--- config.mk ---
export PLATFORM = sky130hd
export DESIGN_NAME = pds_shift
export DESIGN_NICKNAME = d
export VERILOG_FILES = /design/src/rtl/pds_pkg.sv /design/src/rtl/pds_shift.sv
export SDC_FILE = /design/constraint.sdc
export NUM_CORES = 1
export LEC_CHECK = 0
export BUFFER_PORTS_ARGS = -buffer_cell sky130_fd_sc_hd__buf_4
export CAP_MARGIN = 15
export CORE_MARGIN = 2
export CORE_UTILIZATION = 44
export CTS_CLUSTER_DIAMETER = 50
export DETAILED_ROUTE_END_ITERATION = 8
export PLACE_DENSITY = 0.83
export SETUP_SLACK_MARGIN = 0.3
export SYNTH_ARGS = -nofsm -noshare
export SYNTH_HDL_FRONTEND = slang
export SYNTH_SLANG_ARGS = --single-unit
--- constraint.sdc ---
create_clock -name clk -period 0.8 [get_ports clk]
set_input_delay 0.2 -clock clk [delete_from_list [all_inputs] [get_ports clk]]
set_output_delay 0.2 -clock clk [all_outputs]
set_load 0.03 [all_outputs]
--- src/rtl/pds_pkg.sv ---
// Package for the pixel digital shift datapath: widths, modes, carriers
package pds_pkg;
    localparam int SAMPLE_W = 10;
    localparam int PIXEL_W = 10;
    // Shift-select field encodings, then reset and saturation values
    localparam logic [1:0] SHIFT_NONE = 2'h0;
    localparam logic [1:0] SHIFT_ONCE = 2'h1;
    localparam logic [1:0] SHIFT_TWICE = 2'h2;
    localparam logic [1:0] SHIFT_RESET = 2'h0;
    localparam logic [9:0] PIXEL_RESET = 10'h000;
    localparam logic [9:0] PIXEL_SAT = 10'h3FF;
    // Input sample beat
    typedef struct packed {
        logic valid;
        logic [SAMPLE_W-1:0] data;
    } pds_sample_type;
    // Output pixel beat; in eight-bit mode only bits 7:0 carry the pixel
    typedef struct packed {
        logic valid;
        logic [PIXEL_W-1:0] data;
    } pds_pixel_type;
endpackage : pds_pkg

--- src/rtl/pds_shift.sv ---
// Per-pixel digital shift datapath with saturation and shift-select register
`timescale 1ns/100ps
// Functional notes
// - Ten-bit, no shift: sample passes unchanged
// - Ten-bit, shift once: bits 8..0, zero appended
// - Ten-bit, shift twice: bits 7..0, two zeros
// - Eight-bit, no shift: output bits 9..2
// - Eight-bit, shift once: output bits 8..1
// - Eight-bit, shift twice: output bits 7..0
// - Shift once saturates when bit 9 set
// - Shift twice saturates when bit 9 or 8
// - Writable shift-select field applies to all pixels
module pds_shift (
    // Clock and reset
    input wire logic clk,
    input wire logic reset_n,
    // Configuration
    input wire logic mode_8bit,
    input wire logic shift_wr,
    input wire logic [1:0] shift_wdata,
    output logic [1:0] shift_select_register,
    // Sample stream from the converters
    input wire pds_pkg::pds_sample_type sample_in,
    // Pixel stream toward the output
    output pds_pkg::pds_pixel_type pixel_out
);
    logic rst_meta_r;
    logic rst_sync_r;
    logic [1:0] shift_r;
    logic [1:0] shift_nxt;
    pds_pkg::pds_pixel_type pix_r;
    pds_pkg::pds_pixel_type pix_nxt;

    // Reset release through two flops; assertion stays asynchronous
    always_ff @(posedge clk or negedge reset_n) begin
        if (!reset_n) begin
            rst_meta_r <= 1'b0;
            rst_sync_r <= 1'b0;
        end else begin
            rst_meta_r <= 1'b1;
            rst_sync_r <= rst_meta_r;
        end
    end

    // Unknown codes fold to no shift so the datapath never sees them
    wire shift_code_ok = (shift_wdata == pds_pkg::SHIFT_ONCE) || (shift_wdata == pds_pkg::SHIFT_TWICE);
    assign shift_nxt = shift_wr ? (shift_code_ok ? shift_wdata : pds_pkg::SHIFT_NONE) : shift_r;

    // Shift-select register, one setting for every pixel
    always_ff @(posedge clk or negedge rst_sync_r) begin
        if (!rst_sync_r) begin
            shift_r <= pds_pkg::SHIFT_RESET;
        end else begin
            shift_r <= shift_nxt;
        end
    end
    assign shift_select_register = shift_r;

    // Bit selection and saturation
    wire [9:0] s = sample_in.data;
    wire once = (shift_r == pds_pkg::SHIFT_ONCE);
    wire twice = (shift_r == pds_pkg::SHIFT_TWICE);
    wire sat = (once && s[9]) || (twice && (s[9] || s[8]));
    wire [9:0] ten_val = twice ? {s[7:0], 2'h0} : (once ? {s[8:0], 1'h0} : s);
    wire [7:0] eight_val = twice ? s[7:0] : (once ? s[8:1] : s[9:2]);
    wire [9:0] eight_sat = {2'h0, 8'hFF};
    wire [9:0] sel_val = mode_8bit ? (sat ? eight_sat : {2'h0, eight_val}) : (sat ? pds_pkg::PIXEL_SAT : ten_val);
    assign pix_nxt.valid = sample_in.valid;
    assign pix_nxt.data = sample_in.valid ? sel_val : pix_r.data;

    // Registered pixel output, one cycle latency
    always_ff @(posedge clk or negedge rst_sync_r) begin
        if (!rst_sync_r) begin
            pix_r <= '{valid: 1'b0, data: pds_pkg::PIXEL_RESET};
        end else begin
            pix_r <= pix_nxt;
        end
    end
    assign pixel_out = pix_r;

    // Assertions
    // Cross-check reference: scale a widened sample by a plain shift
    // The two spare top bits keep what a shift pushes out, so overflow shows
    wire [1:0] chk_amount = twice ? 2'h2 : (once ? 2'h1 : 2'h0);
    wire [11:0] chk_scaled = {2'h0, s} << chk_amount;
    wire chk_over = (chk_scaled[11:10] != 2'h0);

    // Slice checks, one per mode and shift
    // Ten-bit, no shift is a straight copy
    a_ten_pass: assert property (@(posedge clk) disable iff (!rst_sync_r)
        (sample_in.valid && !mode_8bit && shift_r == pds_pkg::SHIFT_NONE)
        |=> pixel_out.data == $past(sample_in.data))
        else $error("ten-bit pass wrong");

    // Ten-bit, shift once below the saturation point
    a_ten_once: assert property (@(posedge clk) disable iff (!rst_sync_r)
        (sample_in.valid && !mode_8bit && once && !sample_in.data[9])
        |=> pixel_out.data == {$past(sample_in.data[8:0]), 1'h0})
        else $error("ten-bit once wrong");

    // Ten-bit, shift twice below the saturation point
    a_ten_twice: assert property (@(posedge clk) disable iff (!rst_sync_r)
        (sample_in.valid && !mode_8bit && twice && sample_in.data[9:8] == 2'h0)
        |=> pixel_out.data == {$past(sample_in.data[7:0]), 2'h0})
        else $error("ten-bit twice wrong");

    // Eight-bit, no shift drops the two fine bits
    a_eight_none: assert property (@(posedge clk) disable iff (!rst_sync_r)
        (sample_in.valid && mode_8bit && shift_r == pds_pkg::SHIFT_NONE)
        |=> pixel_out.data == {2'h0, $past(sample_in.data[9:2])})
        else $error("eight-bit none wrong");

    // Eight-bit, shift once below the saturation point
    a_eight_once: assert property (@(posedge clk) disable iff (!rst_sync_r)
        (sample_in.valid && mode_8bit && once && !sample_in.data[9])
        |=> pixel_out.data == {2'h0, $past(sample_in.data[8:1])})
        else $error("eight-bit once wrong");

    // Eight-bit, shift twice below the saturation point
    a_eight_twice: assert property (@(posedge clk) disable iff (!rst_sync_r)
        (sample_in.valid && mode_8bit && twice && sample_in.data[9:8] == 2'h0)
        |=> pixel_out.data == {2'h0, $past(sample_in.data[7:0])})
        else $error("eight-bit twice wrong");

    // Saturation to all ones
    // Mode is taken at the sample edge, as the datapath uses it
    a_once_sat: assert property (@(posedge clk) disable iff (!rst_sync_r)
        (sample_in.valid && once && sample_in.data[9])
        |=> pixel_out.data[7:0] == 8'hFF && ($past(mode_8bit) || pixel_out.data[9:8] == 2'h3))
        else $error("once sat wrong");

    // Either top bit set clips the twice-shifted word
    a_twice_sat: assert property (@(posedge clk) disable iff (!rst_sync_r)
        (sample_in.valid && twice && sample_in.data[9:8] != 2'h0)
        |=> pixel_out.data[7:0] == 8'hFF && ($past(mode_8bit) || pixel_out.data[9:8] == 2'h3))
        else $error("twice sat wrong");

    // Shift-select register
    // Unused code lands as no shift
    a_bad_code: assert property (@(posedge clk) disable iff (!rst_sync_r)
        (shift_wr && shift_wdata == 2'h3)
        |=> shift_r == pds_pkg::SHIFT_NONE)
        else $error("bad code kept");

    // Setting holds between writes
    a_sel_hold: assert property (@(posedge clk) disable iff (!rst_sync_r)
        (!shift_wr)
        |=> $stable(shift_r))
        else $error("shift select drifted");

    // Valid shift codes are stored as written
    a_shift_load: assert property (@(posedge clk) disable iff (!rst_sync_r)
        (shift_wr && shift_code_ok)
        |=> shift_r == $past(shift_wdata))
        else $error("shift code not stored");

    // Writing zero turns shifting off again
    a_none_load: assert property (@(posedge clk) disable iff (!rst_sync_r)
        (shift_wr && shift_wdata == pds_pkg::SHIFT_NONE)
        |=> shift_r == pds_pkg::SHIFT_NONE)
        else $error("shift not cleared");

    // Stream pairing, hold and reset
    // One pixel beat for every sample beat
    a_valid_follow: assert property (@(posedge clk) disable iff (!rst_sync_r)
        (1'h1)
        |=> pixel_out.valid == $past(sample_in.valid))
        else $error("pixel valid not paired");

    // Idle cycles leave the last pixel standing
    a_data_hold: assert property (@(posedge clk) disable iff (!rst_sync_r)
        (!sample_in.valid)
        |=> $stable(pixel_out.data))
        else $error("pixel data moved while idle");

    // Eight-bit pixels keep the top two bits clear
    a_eight_upper: assert property (@(posedge clk) disable iff (!rst_sync_r)
        (sample_in.valid && mode_8bit)
        |=> pixel_out.data[9:8] == 2'h0)
        else $error("eight-bit upper bits set");

    // Held in reset: no beats and no shift
    a_reset_quiet: assert property (@(posedge clk)
        (!rst_sync_r)
        |-> !pixel_out.valid && shift_r == pds_pkg::SHIFT_RESET)
        else $error("reset values wrong");

    // Independent cross-checks against the widened reference
    // Ten-bit output is the sample times two to the shift
    a_ten_scaled: assert property (@(posedge clk) disable iff (!rst_sync_r)
        (sample_in.valid && !mode_8bit && !chk_over)
        |=> pixel_out.data == $past(chk_scaled[9:0]))
        else $error("ten-bit scaling wrong");

    // Ten-bit overflow of the product clips to full scale
    a_ten_overflow: assert property (@(posedge clk) disable iff (!rst_sync_r)
        (sample_in.valid && !mode_8bit && chk_over)
        |=> pixel_out.data == pds_pkg::PIXEL_SAT)
        else $error("ten-bit overflow not clipped");

    // Eight-bit output is the top byte of the product
    a_eight_scaled: assert property (@(posedge clk) disable iff (!rst_sync_r)
        (sample_in.valid && mode_8bit && !chk_over)
        |=> pixel_out.data == {2'h0, $past(chk_scaled[9:2])})
        else $error("eight-bit scaling wrong");

    // Eight-bit overflow of the product clips to full scale
    a_eight_overflow: assert property (@(posedge clk) disable iff (!rst_sync_r)
        (sample_in.valid && mode_8bit && chk_over)
        |=> pixel_out.data == {2'h0, 8'hFF})
        else $error("eight-bit overflow not clipped");

    // Main scenarios reached
    c_once: cover property (@(posedge clk) disable iff (!rst_sync_r) sample_in.valid && once);
    c_twice_sat: cover property (@(posedge clk) disable iff (!rst_sync_r) sample_in.valid && twice && sat);
    c_eight: cover property (@(posedge clk) disable iff (!rst_sync_r) sample_in.valid && mode_8bit && twice);
    c_bad_code: cover property (@(posedge clk) disable iff (!rst_sync_r) shift_wr && shift_wdata == 2'h3);
    c_eight_once_sat: cover property (@(posedge clk) disable iff (!rst_sync_r)
        sample_in.valid && mode_8bit && once && sat);
endmodule : pds_shift

# Word level (Yosys, flattened, before mapping)
# Index checks and enable logic that the tools add are counted.
# W data, S select, Z words.
[totals] register_bits=15 latchBits=0 ramBits=0 rom_bits=0 input_bits=17 output_inout_bits=13 memories=0
[classes] n_addsub=0 mul=0 div=0 n_lt_le_gt_ge=0 eq_ne=4 n_shift=0 mux=8 bitwise_logic=0 reduce_logical=5
[ops] op="$mux W10" n=4
[ops] op="$mux W8" n=3
[ops] op="$eq A2 B1 Y1 const B" n=2
[ops] op="$eq A2 B2 Y1 const B" n=2
[ops] op="$logic_or A1 B1 Y1" n=3
[ops] op="$logic_and A1 B1 Y1" n=2
[ops] op="$mux W2" n=1

# Longest topological paths before layout
# Gate-level depths: netlist (run 1).
[logic_depth] ltp_word=5 ltp_mapped=6 ltp_nobuf=4

# Least setup slack after synthesis (run 1)
# No wires, ideal clock.
[synth_path] path_kind="reg2reg" startpoint="register shift_r[0] (netlist: shift_select_register[0])" endpoint="register pix_r, in the netlist pixel_out[2]" arrival_time_ps=1600 required_ps=679 slack_ps=-921 stages_incl_launch_ff=6 synth_period_minus_slack_ps=1721 path_cell_list="dfrtp_1 buf_6 mux2i_1 nor3_1 or4_1 o22a_1"
[synth_between] elab_chain_cells=5 word_cells_on_any_way=12 classes_between="eq/ne: 2; mux: 7; reduce/logical: 3"
[synth_rtl] item="from (decl)" line_no="pds_shift.sv:29" source="logic [1:0] shift_r;"
[synth_rtl] item="from (signal assigned)" line_no="pds_shift.sv:52" source="shift_r <= pds_pkg::SHIFT_RESET;"
[synth_rtl] item="from (signal assigned)" line_no="pds_shift.sv:54" source="shift_r <= shift_nxt;"
[synth_rtl] item="$eq A2 B1 Y1 / $eq A2 B2 Y1 (equally long branches)" line_no="pds_shift.sv:61, pds_shift.sv:62"
[synth_rtl] item="$mux W10 (tied with other cells) (2 in series)" line_no="pds_shift.sv:64" source="wire [9:0] ten_val = twice ? {s[7:0], 2'h0} : (once ? {s[8:0], 1'h0} : s);"
[synth_rtl] item="$mux W10 / $mux W8 (equally long branches)" line_no="pds_shift.sv:67" source="wire [9:0] sel_val = mode_8bit ? (sat ? eight_sat : {2'h0, eight_val}) : (sat ? pds_pkg::PIXEL_SAT : ten_val);"
[synth_rtl] item="$mux W10 (*)" line_no="pds_shift.sv:67"
[synth_rtl] item="to (signal assigned)" line_no="pds_shift.sv:74" source="pix_r <= '{valid: 1'b0, data: pds_pkg::PIXEL_RESET};"
[synth_rtl] item="to (signal assigned)" line_no="pds_shift.sv:76" source="pix_r <= pix_nxt;"
[synth_rtl] item="to (decl)" line_no="pds_shift.sv:31" source="pds_pkg::pds_pixel_type pix_r;"
# Every way passes the cells marked *; elsewhere a longest branch is shown, timed or not.
# A chain may end at the register's enable or synchronous reset.

# Worst setup path after layout (run 1)
[layout_path] startpoint="register shift_r[0] (netlist: shift_select_register[0])" endpoint="register pix_r, in the netlist pixel_out[4]"
# The elaborated chain is that of the path after synthesis.

==> results of run 1 <==
==> layout make-up <==
class | count | area, um^2 | area share, %
Timing Repair Buffer | 77 | 683 | 38.4
Inverter | 4 | 25.0 | 1.41
Tap cell | 27 | 33.8 | 1.90
Sequential cell | 15 | 390 | 22.0
Clock inverter | 1 | 5.00 | 0.281
Clock buffer | 3 | 22.5 | 1.27
Multi-Input combinational cell | 64 | 618 | 34.8
==> layer usage <==
layer	up-vias	track usage, %
met2	50	54.2
met5	-	0
li1	485	-
met1	532	28.2
met3	21	6.97
met4	0	23.6
==> worst max path at each step <==
stage / from / endpoint / slack, ns / depth (start not counted)
after detailed placement: shift_select_register[0]$_DFFE_PN0P_ / pixel_out[4]$_DFFE_PN0P_ / -0.84 / 4
after global placement: shift_select_register[0]$_DFFE_PN0P_ / pixel_out[2]$_DFFE_PN0P_ / -0.73 / 4
final: shift_select_register[0]$_DFFE_PN0P_ / pixel_out[4]$_DFFE_PN0P_ / -0.85 / 4
after global routing: shift_select_register[0]$_DFFE_PN0P_ / pixel_out[2]$_DFFE_PN0P_ / -0.88 / 5
after CTS: shift_select_register[0]$_DFFE_PN0P_ / pixel_out[2]$_DFFE_PN0P_ / -0.76 / 5
after floorplan: shift_select_register[0]$_DFFE_PN0P_ / pixel_out[2]$_DFFE_PN0P_ / -0.83 / 5
==> cell usage in the layout, fill, tap and decap left out, types with 2 or more instances in the layout <==
cell,count
buf_4,52
dfrtp_1,3
nand3b_1,3
nand2_1,2
mux2i_1,10
buf_6,22
clkbuf_4,3
nand2b_1,2
a31oi_1,2
nor3_1,3
nor2_1,3
o21ai_2,2
a22o_1,2
o22a_1,5
mux2i_2,5
dfrtp_2,12
inv_1,2
mux2_2,2
==> where the power goes <==
part	internal (mW)	switching [mW]
combinational	0.741	0.674
clock	0.187	0.264
sequential	0.870	0.0993
==> sequential cells by signal, summed over array words and instances (netlist names) <==
name,cells
rst_sync_r,1
shift_select_register,2
rst_meta_r,1
pixel_out,11
==> cells by family (layout without fill, tap and decap cells) <==
kind of cell,Yosys count,in the layout,share of synthesized area [%]
mux,19,19,22.5
other cells,1,1,0.402
simple gates,21,21,12.5
buf+inv,9,85,5.49
compound gates,22,22,18.0
xor+xnor,1,1,0.939
flops,15,15,40.2
==> what timing repair did <==
item                                    4_1_cts  5_1_grt
endpoints found under the setup margin       25       25
cloned                                        0        0
gates resized for setup                      28       25
hold buffers                                  1        0
buffers inserted                             10        5
pin swaps                                     4       12
hold endpoints to repair                      2        0
==> worst max-delay path: cells and delay by family, from the launching register on <==
family / cells / cell delay [ns]
flops: 1 / 0.49
buf+inv: 1 / 0.22
compound gates: 1 / 0.20
mux: 2 / 0.66
==> qor_table.md, run 1 <==
| Quantity | Value |
|:---|:---|
| Share of the yosys chip area belonging to registers | 40.2% |
| CP arrival | 1.86 ns |
| Clock transition time at the flip-flop clock pins of the worst setup and hold paths | 0.09 ns |
| Seq cells post-synth | 15 |
| Clock tree from TritonCTS | done |
| Metal3 WL | 164 um |
| Pin count of the biggest net entering global routing | 14 |
| Met2 WL post-DR | 2090 um |
| Number of pins exceeding their max-slew limit in the final report | 0 |
| Number of cells on the worst hold path | 1 |
| Met1 Wirelength | 1420 um |
| Top flip-flop cell by instance count after synthesis | dfrtp_1 |
| Post-detail-place hpwl | 2070 um |
| Status | complete, but fails checks |
| Wire length of the first global-routing pass | 5360 um |
| Top Metal Used | met4 |
| Routed Wire Length | 3920 um |
| Endpoint class of the critical path | flip-flop |
| Cell type with the largest total area after synthesis | dfrtp_1 |
| Via count | 1088 |
| Number of rows created at floorplan | 16 |
| Starting density of the core | 47.1% |
| Req. time, crit path | 1.01 ns |
| Floorplan die width | 50.1 um |
| Area of the mapped netlist | 933 um^2 |
| Total placed cells including tap cells | 171 |
| Number of global-route vias before repair | 1137 |
| Max Fanout on Critical Path | 8 |
| Placed cell area | 0.00141 mm^2 |
| R2R Path End | pixel_out[4]$_DFFE_PN0P_ |
| Sum of overflow across all layers after global routing | 0 |
| Maximum clock insertion buffer count | 2 |
| Violated checks | setup timing |
| Post-layout instance count excluding filler cells | 191 |
| Setup Crit Path Kind | flip-flop to flip-flop |
| Top post-synthesis cells by count | dfrtp_1 (15), mux2i_1 (15), o22a_1 (5) |
| Source of the worst hold timing path | sample_in[10] |
| Height of the die | 50.1 um |
| I/O pin total | 30 |
| Number of H-tree levels | 1 |
| Fraction of the core area covered by cells at the end of the flow | 89.7% |
| Unrepaired setup endpoints after global routing | true |
| Number of antenna violations at the first check in global routing | 0 |
| Count of distinct cell types in the synthesized netlist | 32 |
| Insertion delay of the later-clocked pin in the worst-skew pair | 0.29 ns |
| Least setup slack across all paths after layout | -0.850 ns |
| Drc violations | 0 |
| Floorplan die area | 0.00251 mm^2 |
| Count of fill cells added during filler insertion | 87 |
| Synth-to-layout area growth | 90.5% |
| GRT Resource Usage Total | 29.9% |
| CP Cell Sequence | buf_4, mux2i_2, mux4_2, a31oi_1 |
| Routability congestion estimate | 0.826 |
| Power density normalized to cell area | 1590 mW/mm^2 |
| Worst setup timing slack at the placement stage | -0.839 ns |
| Final ANT Viol Nets | 0 |
| Share of flip-flops with an asynchronous set or reset after synthesis | 100% |
| Pre-antenna DRT Iters | 4 |
| Synthesized Nets | 105 |
| Reg2reg setup slack | -0.85 ns |
| Top cells by area in the synthesized netlist | dfrtp_1 (40%), mux2i_1 (16%), o22a_1 (4.7%) |
| Ratio of routed vias to standard cells | 5.70 |
| Highest attainable clock frequency | 0.606 GHz |
| Synth warnings | 0 |
| Part of the cycle the worst path needs | 206% |
| Antenna diodes | 0 |
| Post-Synthesis Cells | 88 |
| Number of clock sinks | 15 |
| Worst reg-to-reg path cell count | 4 |
| Post-layout min period | 1.65 ns |
| Worst IR drop on VDD | 1.89 mV |
| Max Clock Skew | 0.000878 ns |
| End point of the worst hold path | pixel_out[10]$_DFF_PN0_ |
| Post-synthesis average cell area | 10.6 um^2 |
| Ratio of cells with drive above 1 in the final layout | 71.3% |
| Worst hold slack | 0.0330 ns |
| Num CTS Buffers | 3 |
| Root Buffer | clkbuf_4 |
| Share of the synthesized area in the top cell type | 40.2% |
| Leakage Power | 0.792 nW |
| Fin. Hold Viols | 0 |
| Slowest Stage Delay on Critical Path | 0.49 ns |
| EDFF count, synth | 0 |
| Max-cap violations | 0 |
| Final non-filler cell area | 0.00178 mm^2 |
| Setup-violating endpoint count in the final report | 25 |
| Startpoint of the lowest-slack register-to-register path | shift_select_register[0]$_DFFE_PN0P_ |
| Number of DRC violations after detailed-routing iteration 0 | 30 |
| Critical-path cell with the highest stage delay | dfrtp_2 |
| Final-stage net count | 182 |
| Total power | 2.84 mW |
| IO Port Bufs | 29 |
| Average detailed-routed wire length per instance | 20.5 um |
| Class of the tightest hold or removal check | primary input to flip-flop |
| Total core area | 0.00198 mm^2 |
| Fin Setup TNS | -12.35 ns |
| Element type at the critical path start | flip-flop |
Power figures use the tool's default switching activity.
==> run 2: changes to the inputs <==
--- a/config.mk
+++ b/config.mk
@@ -8,10 +8,11 @@
 export BUFFER_PORTS_ARGS = -buffer_cell sky130_fd_sc_hd__buf_4
 export CAP_MARGIN = 15
 export CORE_MARGIN = 2
-export CORE_UTILIZATION = 44
+export CORE_UTILIZATION = 49
 export CTS_CLUSTER_DIAMETER = 50
+export CTS_CLUSTER_SIZE = 25
 export DETAILED_ROUTE_END_ITERATION = 8
-export PLACE_DENSITY = 0.83
+export PLACE_DENSITY = 0.87
 export SETUP_SLACK_MARGIN = 0.3
 export SYNTH_ARGS = -nofsm -noshare
 export SYNTH_HDL_FRONTEND = slang
==> constraint.sdc (replaced) <==
create_clock -name clk -period 1.7 [get_ports clk]
set_input_delay 0.425 -clock clk [delete_from_list [all_inputs] [get_ports clk]]
set_output_delay 0.425 -clock clk [all_outputs]
set_load 0.03 [all_outputs]
==> run 2 against run 1 <==
Compared with the run above: power is 61% lower; largest cell class is now multi-input combinational cells; first-iteration DRC count is 20% lower; the flow now finishes without violations; critical endpoint is now pixel_out[2]$_DFFE_PN0P_; fmax is 3.1% higher; highest routed layer unchanged; clock skew is 0.011 ns higher; critical path depth is 1 higher.
==> qor_table.md, run 2 (same netlist as run 1, synthesis figures left out) <==
| Quantity | Value |
|:---|:---|
| Reg2reg setup slack | 0.10 ns |
| Height of the die | 47.6 um |
| Flip-flop count of the largest register after layout | 11 |
| Worst Max-Slew Pin Slew | 0.505 ns |
| Power density normalized to cell area | 814 mW/mm^2 |
| Final-stage net count | 148 |
| Via count | 882 |
| Max Clock Skew | 0.0120 ns |
| Status | complete, no violations |
| Max Fanout on Critical Path | 6 |
| Starting density of the core | 52.9% |
| R2R Path End | pixel_out[2]$_DFFE_PN0P_ |
| I/O pin total | 30 |
| Floorplan die area | 0.00227 mm^2 |
| Drc violations | 0 |
| Worst reg-to-reg path cell count | 5 |
| Number of DRC violations after detailed-routing iteration 0 | 24 |
| Class of the tightest hold or removal check | flip-flop to async pin |
| Num CTS Buffers | 3 |
| Insertion delay of the later-clocked pin in the worst-skew pair | 0.29 ns |
| IO Port Bufs | 29 |
| Post-layout min period | 1.60 ns |
| Unrepaired setup endpoints after global routing | true |
| Worst rel slew slack | 66.3% |
| Routability congestion estimate | 0.872 |
| Antenna diodes | 0 |
| Number of pins exceeding their max-slew limit in the final report | 0 |
| Crit path from | shift_select_register[0]$_DFFE_PN0P_ |
| Slowest Stage Delay on Critical Path | 0.53 ns |
| Part of the cycle the worst path needs | 94.1% |
| Number of H-tree levels | 1 |
| Floorplan die width | 47.6 um |
| Worst hold slack | 0.194 ns |
| Post-detail-place hpwl | 1630 um |
| Fin Setup TNS | 0 ns |
| Highest attainable clock frequency | 0.625 GHz |
| Synth-to-layout area growth | 44.6% |
| Startpoint of the lowest-slack register-to-register path | shift_select_register[0]$_DFFE_PN0P_ |
| Number of global-route vias before repair | 882 |
| Critical-path cell with the highest stage delay | or4_1 |
| Ratio of cells with drive above 1 in the final layout | 46.9% |
| Routed Wire Length | 2420 um |
| Worst IR drop on VDD | 0.856 mV |
| Ratio of routed vias to standard cells | 5.69 |
| Endpoint class of the critical path | flip-flop |
| Pre-antenna DRT Iters | 4 |
| Capturing element of the worst setup path | pixel_out[2]$_DFFE_PN0P_ |
| Maximum clock insertion buffer count | 2 |
| Sum of overflow across all layers after global routing | 0 |
| CP Cell Sequence | buf_6, nand2_1, a211oi_1, or4_1, o22a_1 |
| Setup Crit Path Kind | flip-flop to flip-flop |
| Root Buffer | clkbuf_4 |
| Number of clock sinks | 15 |
| CP arrival | 1.79 ns |
| Most common library cell in the layout ignoring fill and taps | buf_4 |
| Req. time, crit path | 1.89 ns |
| Pin count of the biggest net entering global routing | 14 |
| Number of rows created at floorplan | 15 |
| Setup-violating endpoint count in the final report | 0 |
| GRT Resource Usage Total | 24.0% |
| Most used cells in the layout excluding fill and tap cells | buf_4 (36), mux2i_1 (13), dfrtp_1 (13), buf_6 (6), o22a_1 (5) |
| Element type at the critical path start | flip-flop |
| Leakage Power | 0.600 nW |
| Final ANT Viol Nets | 0 |
| Clock tree from TritonCTS | done |
| Average detailed-routed wire length per instance | 15.6 um |
| Max-cap violations | 0 |
| Wire length of the first global-routing pass | 3750 um |
| Total core area | 0.00176 mm^2 |
| Fin. Hold Viols | 0 |
| Clock transition time at the flip-flop clock pins of the worst setup and hold paths | 0.09 ns |
| Number of antenna violations at the first check in global routing | 0 |
-- run 2: changes by cell type in the layout (fill, tap and decap cells not counted), moves of 3 or more --
cell	delta
buf_4	-16
mux2i_2	-3
mux2i_1	+3
dfrtp_1	+10
dfrtp_2	-10
buf_6	-16
-- run 2: final cells by class --
class                           count  area [um^2]
Clock buffer                        4         26.3
Fill cell                         128          414
Inverter                            4         15.0
Multi-Input combinational cell     64          552
Sequential cell                    15          378
Tap cell                           25         31.3
Timing Repair Buffer               43          348
-- run 2: through the flow --
stage	instance area, um^2	power, mW	utilization [%]	worst slack [ns]	cells
after detailed placement	1180	0.835	66.8	0.0694	140
after floorplan	943	0.691	-	0.0690	88
after global placement	1180	0.826	66.8	0.112	140
final	1350	1.10	76.5	0.100	155
after global routing	1350	1.16	76.5	0.0538	155
after CTS	1290	1.07	73.3	0.137	152
-- run 2: worst min path at each step --
stage / startpoint / to / slack [ns] / cells after the start
global placement: reset_n / rst_sync_r$_DFF_PN0_ / 0.21 / 1
floorplan: reset_n / rst_meta_r$_DFF_PN0_ / 0.13 / 0
global route: rst_sync_r$_DFF_PN0_ / pixel_out[2]$_DFFE_PN0P_ / 0.24 / 0
CTS: rst_sync_r$_DFF_PN0_ / pixel_out[2]$_DFFE_PN0P_ / 0.21 / 0
detailed placement: reset_n / rst_meta_r$_DFF_PN0_ / 0.21 / 1
finish: rst_sync_r$_DFF_PN0_ / pixel_out[2]$_DFFE_PN0P_ / 0.19 / 0
-- run 2: layer usage --
| layer | share of wire [%] | up-vias | GRT usage (%) |
|---|---|---|---|
| li1 | - | 418 | - |
| met1 | 43 | 419 | 26.8 |
| met2 | 51 | 37 | 43.0 |
| met3 | 4.6 | 8 | 6.79 |
| met4 | 2.2 | 0 | 9.73 |
| met5 | 0 | - | 0 |
-- run 2: worst max-delay path, delay by kind of cell, from the launching register on --
| kind | cells | cell delay, ns |
|---|---|---|
| AOI/OAI and AO/OA | 2 | 0.25 |
| buffers and inverters | 1 | 0.16 |
| DFF | 1 | 0.48 |
| and+or+nand+nor | 2 | 0.61 |
-- run 2: timing repair --
item,4_1_cts,5_1_grt
setup buffers,7,3
endpoints found under the hold margin,2,0
setup endpoints to repair,12,12
hold buffers,1,0
gates resized for setup,10,8
pin swaps,4,1
-- run 2: report_power, final --
group / switching, mW / internal (mW) / total (mW)
combinational: 0.238 / 0.220 / 0.458
clock: 0.111 / 0.0913 / 0.202
sequential: 0.0360 / 0.403 / 0.439
total: 0.385 / 0.714 / 1.10
==> run 3: changes to the inputs <==
--- a/config.mk
+++ b/config.mk
@@ -13,6 +13,7 @@
 export CTS_CLUSTER_SIZE = 25
 export DETAILED_ROUTE_END_ITERATION = 8
 export PLACE_DENSITY = 0.87
+export REMOVE_ABC_BUFFERS = 1
 export SETUP_SLACK_MARGIN = 0.3
 export SYNTH_ARGS = -nofsm -noshare
 export SYNTH_HDL_FRONTEND = slang
==> run 3 against run 2 <==
Compared with the run above: critical path depth shrank 1; flip-flop and latch count unchanged; first-iteration DRC count shrank 29%.
==> qor_table.md, run 3 (same netlist as run 1, synthesis figures left out) <==
| Quantity | Value |
|:---|:---|
| GRT Resource Usage Total | 22.7% |
| Sum of overflow across all layers after global routing | 0 |
| CP Cell Sequence | mux2i_2, nor3_1, or4_1, o22a_1 |
| Pin count of the biggest net entering global routing | 14 |
| Clock transition time at the flip-flop clock pins of the worst setup and hold paths | 0.09 ns |
| Post-detail-place hpwl | 1610 um |
| Ratio of cells with drive above 1 in the final layout | 47.2% |
| Via count | 842 |
| Most common library cell in the layout ignoring fill and taps | buf_4 |
| Routability congestion estimate | 0.904 |
| Worst IR drop on VDD | 0.763 mV |
| Final ANT Viol Nets | 0 |
| Number of rows created at floorplan | 15 |
| Highest attainable clock frequency | 0.609 GHz |
| CP arrival | 1.81 ns |
| Insertion delay of the later-clocked pin in the worst-skew pair | 0.28 ns |
| Critical-path cell with the highest stage delay | or4_1 |
| Antenna diodes | 0 |
| Post-layout instance count excluding filler cells | 152 |
| Ratio of routed vias to standard cells | 5.54 |
| Root Buffer | clkbuf_4 |
| Number of DRC violations after detailed-routing iteration 0 | 17 |
| Max-cap violations | 0 |
| IO Port Bufs | 29 |
| Pre-antenna DRT Iters | 4 |
| Number of global-route vias before repair | 806 |
| Global Route met2 Usage | 38.4% |
| Power density normalized to cell area | 815 mW/mm^2 |
| Fin. Hold Viols | 0 |
| Endpoint class of the critical path | flip-flop |
| Most used cells in the layout excluding fill and tap cells | buf_4 (35), mux2i_1 (14), dfrtp_1 (13), o22a_1 (5) |
| Number of pins exceeding their max-slew limit in the final report | 0 |
| Setup-violating endpoint count in the final report | 0 |
| Final-stage net count | 145 |
| Number of H-tree levels | 1 |
| Floorplan die width | 47.6 um |
| Height of the die | 47.6 um |
| Post-layout min period | 1.64 ns |
| Flip-flop count of the largest register after layout | 11 |
| Met3 Use GR | 7.17% |
| Fin Setup TNS | 0 ns |
| Status | complete, no violations |
| Total placed cells including tap cells | 142 |
| Setup Crit Path Kind | flip-flop to flip-flop |
| Max Fanout on Critical Path | 7 |
| Unrepaired setup endpoints after global routing | true |
| Number of antenna violations at the first check in global routing | 0 |
| Wire length of the first global-routing pass | 3510 um |
| Leakage Power | 0.578 nW |
| Sum of buffers and inverters on the critical path | 0 |
| Class of the tightest hold or removal check | flip-flop to async pin |
| Worst Max-Slew Pin Slew | 0.513 ns |
| Element type at the critical path start | flip-flop |
| Drc violations | 0 |
| Total core area | 0.00176 mm^2 |
| Slowest Stage Delay on Critical Path | 0.54 ns |
| Req. time, crit path | 1.87 ns |
| Maximum clock insertion buffer count | 2 |
| Synth-to-layout area growth | 42.1% |
| Num CTS Buffers | 3 |
| Starting density of the core | 52.9% |
| Total power | 1.08 mW |
| Floorplan die area | 0.00227 mm^2 |
| Fraction of the core area covered by cells at the end of the flow | 75.2% |
| Clock tree from TritonCTS | done |
| GRT Max-Usage Layer | met2 |
| Average detailed-routed wire length per instance | 15.5 um |
| Worst hold slack | 0.211 ns |
| Worst rel slew slack | 65.8% |
| Max Clock Skew | 0.00176 ns |
| Number of clock sinks | 15 |
| GR Util met1 | 28.6% |
| Part of the cycle the worst path needs | 96.7% |
| I/O pin total | 30 |
| Family of cells with the greatest summed delay on the critical path | simple AND/OR/NAND/NOR gates |
| Routed Wire Length | 2350 um |
[run 3: final timing paths]
path / from / end / slack (ns) / cells after the start
worst min-delay path: rst_sync_r$_DFF_PN0_ / pixel_out[10]$_DFF_PN0_ / 0.21 / 0
min in group clk: shift_wr / shift_select_register[1]$_DFFE_PN0P_ / 0.33 / 2
max in group asynchronous: rst_sync_r$_DFF_PN0_ / shift_select_register[0]$_DFFE_PN0P_ / 1.12 / 0
worst max-delay path: shift_select_register[0]$_DFFE_PN0P_ / pixel_out[2]$_DFFE_PN0P_ / 0.06 / 4
worst max register to register: shift_select_register[0]$_DFFE_PN0P_ / pixel_out[2]$_DFFE_PN0P_ / 0.06 / 4
worst min register to register: rst_sync_r$_DFF_PN0_ / pixel_out[10]$_DFF_PN0_ / 0.21 / 0
[run 3: layout make-up]
| cell class | count | area [um^2] |
|---|---|---|
| fillers | 124 | 438 |
| well taps | 25 | 31.3 |
| clock buffers | 3 | 22.5 |
| multi-input cells | 64 | 557 |
| repair buffers | 40 | 318 |
| flip-flops and latches | 15 | 378 |
| clock inverters | 1 | 5.00 |
| inverters | 4 | 15.0 |
[run 3: through the flow]
stage,setup slack [ns],cell area [um^2]
after floorplan,-0.323,897
after global placement,0.0636,1180
after detailed placement,0.0223,1180
after CTS,0.113,1280
after global routing,-0.00823,1330
final,0.0568,1330
[run 3: timing repair]
action,4_1_cts,5_1_grt
pin swaps,5,6
endpoints found under the setup margin,12,12
buffers inserted,2,3
hold buffers,1,0
gates resized for setup,11,6
endpoints found under the hold margin,2,0
[run 3: layer usage]
| metal | vias to the layer above | wire length, um |
|---|---|---|
| met5 | - | 0 |
| met4 | 0 | 23 |
| met3 | 3 | 147 |
| li1 | 411 | - |
| met2 | 37 | 1130 |
| met1 | 391 | 1050 |
[run 3: worst reg2reg max path, cell delays in order, from the launching register on]
cell and delay (ns):
dfrtp_2 0.47, mux2i_2 0.27, nor3_1 0.08, or4_1 0.54
o22a_1 0.18
[run 3: where the power goes]
| part | leakage [nW] | switching (mW) | total [mW] | internal (mW) |
|---|---|---|---|---|
| Sequential | 0.169 | 0.0351 | 0.438 | 0.403 |
| Combinational | 0.391 | 0.238 | 0.447 | 0.209 |
| Clock | 0.0177 | 0.109 | 0.197 | 0.0873 |
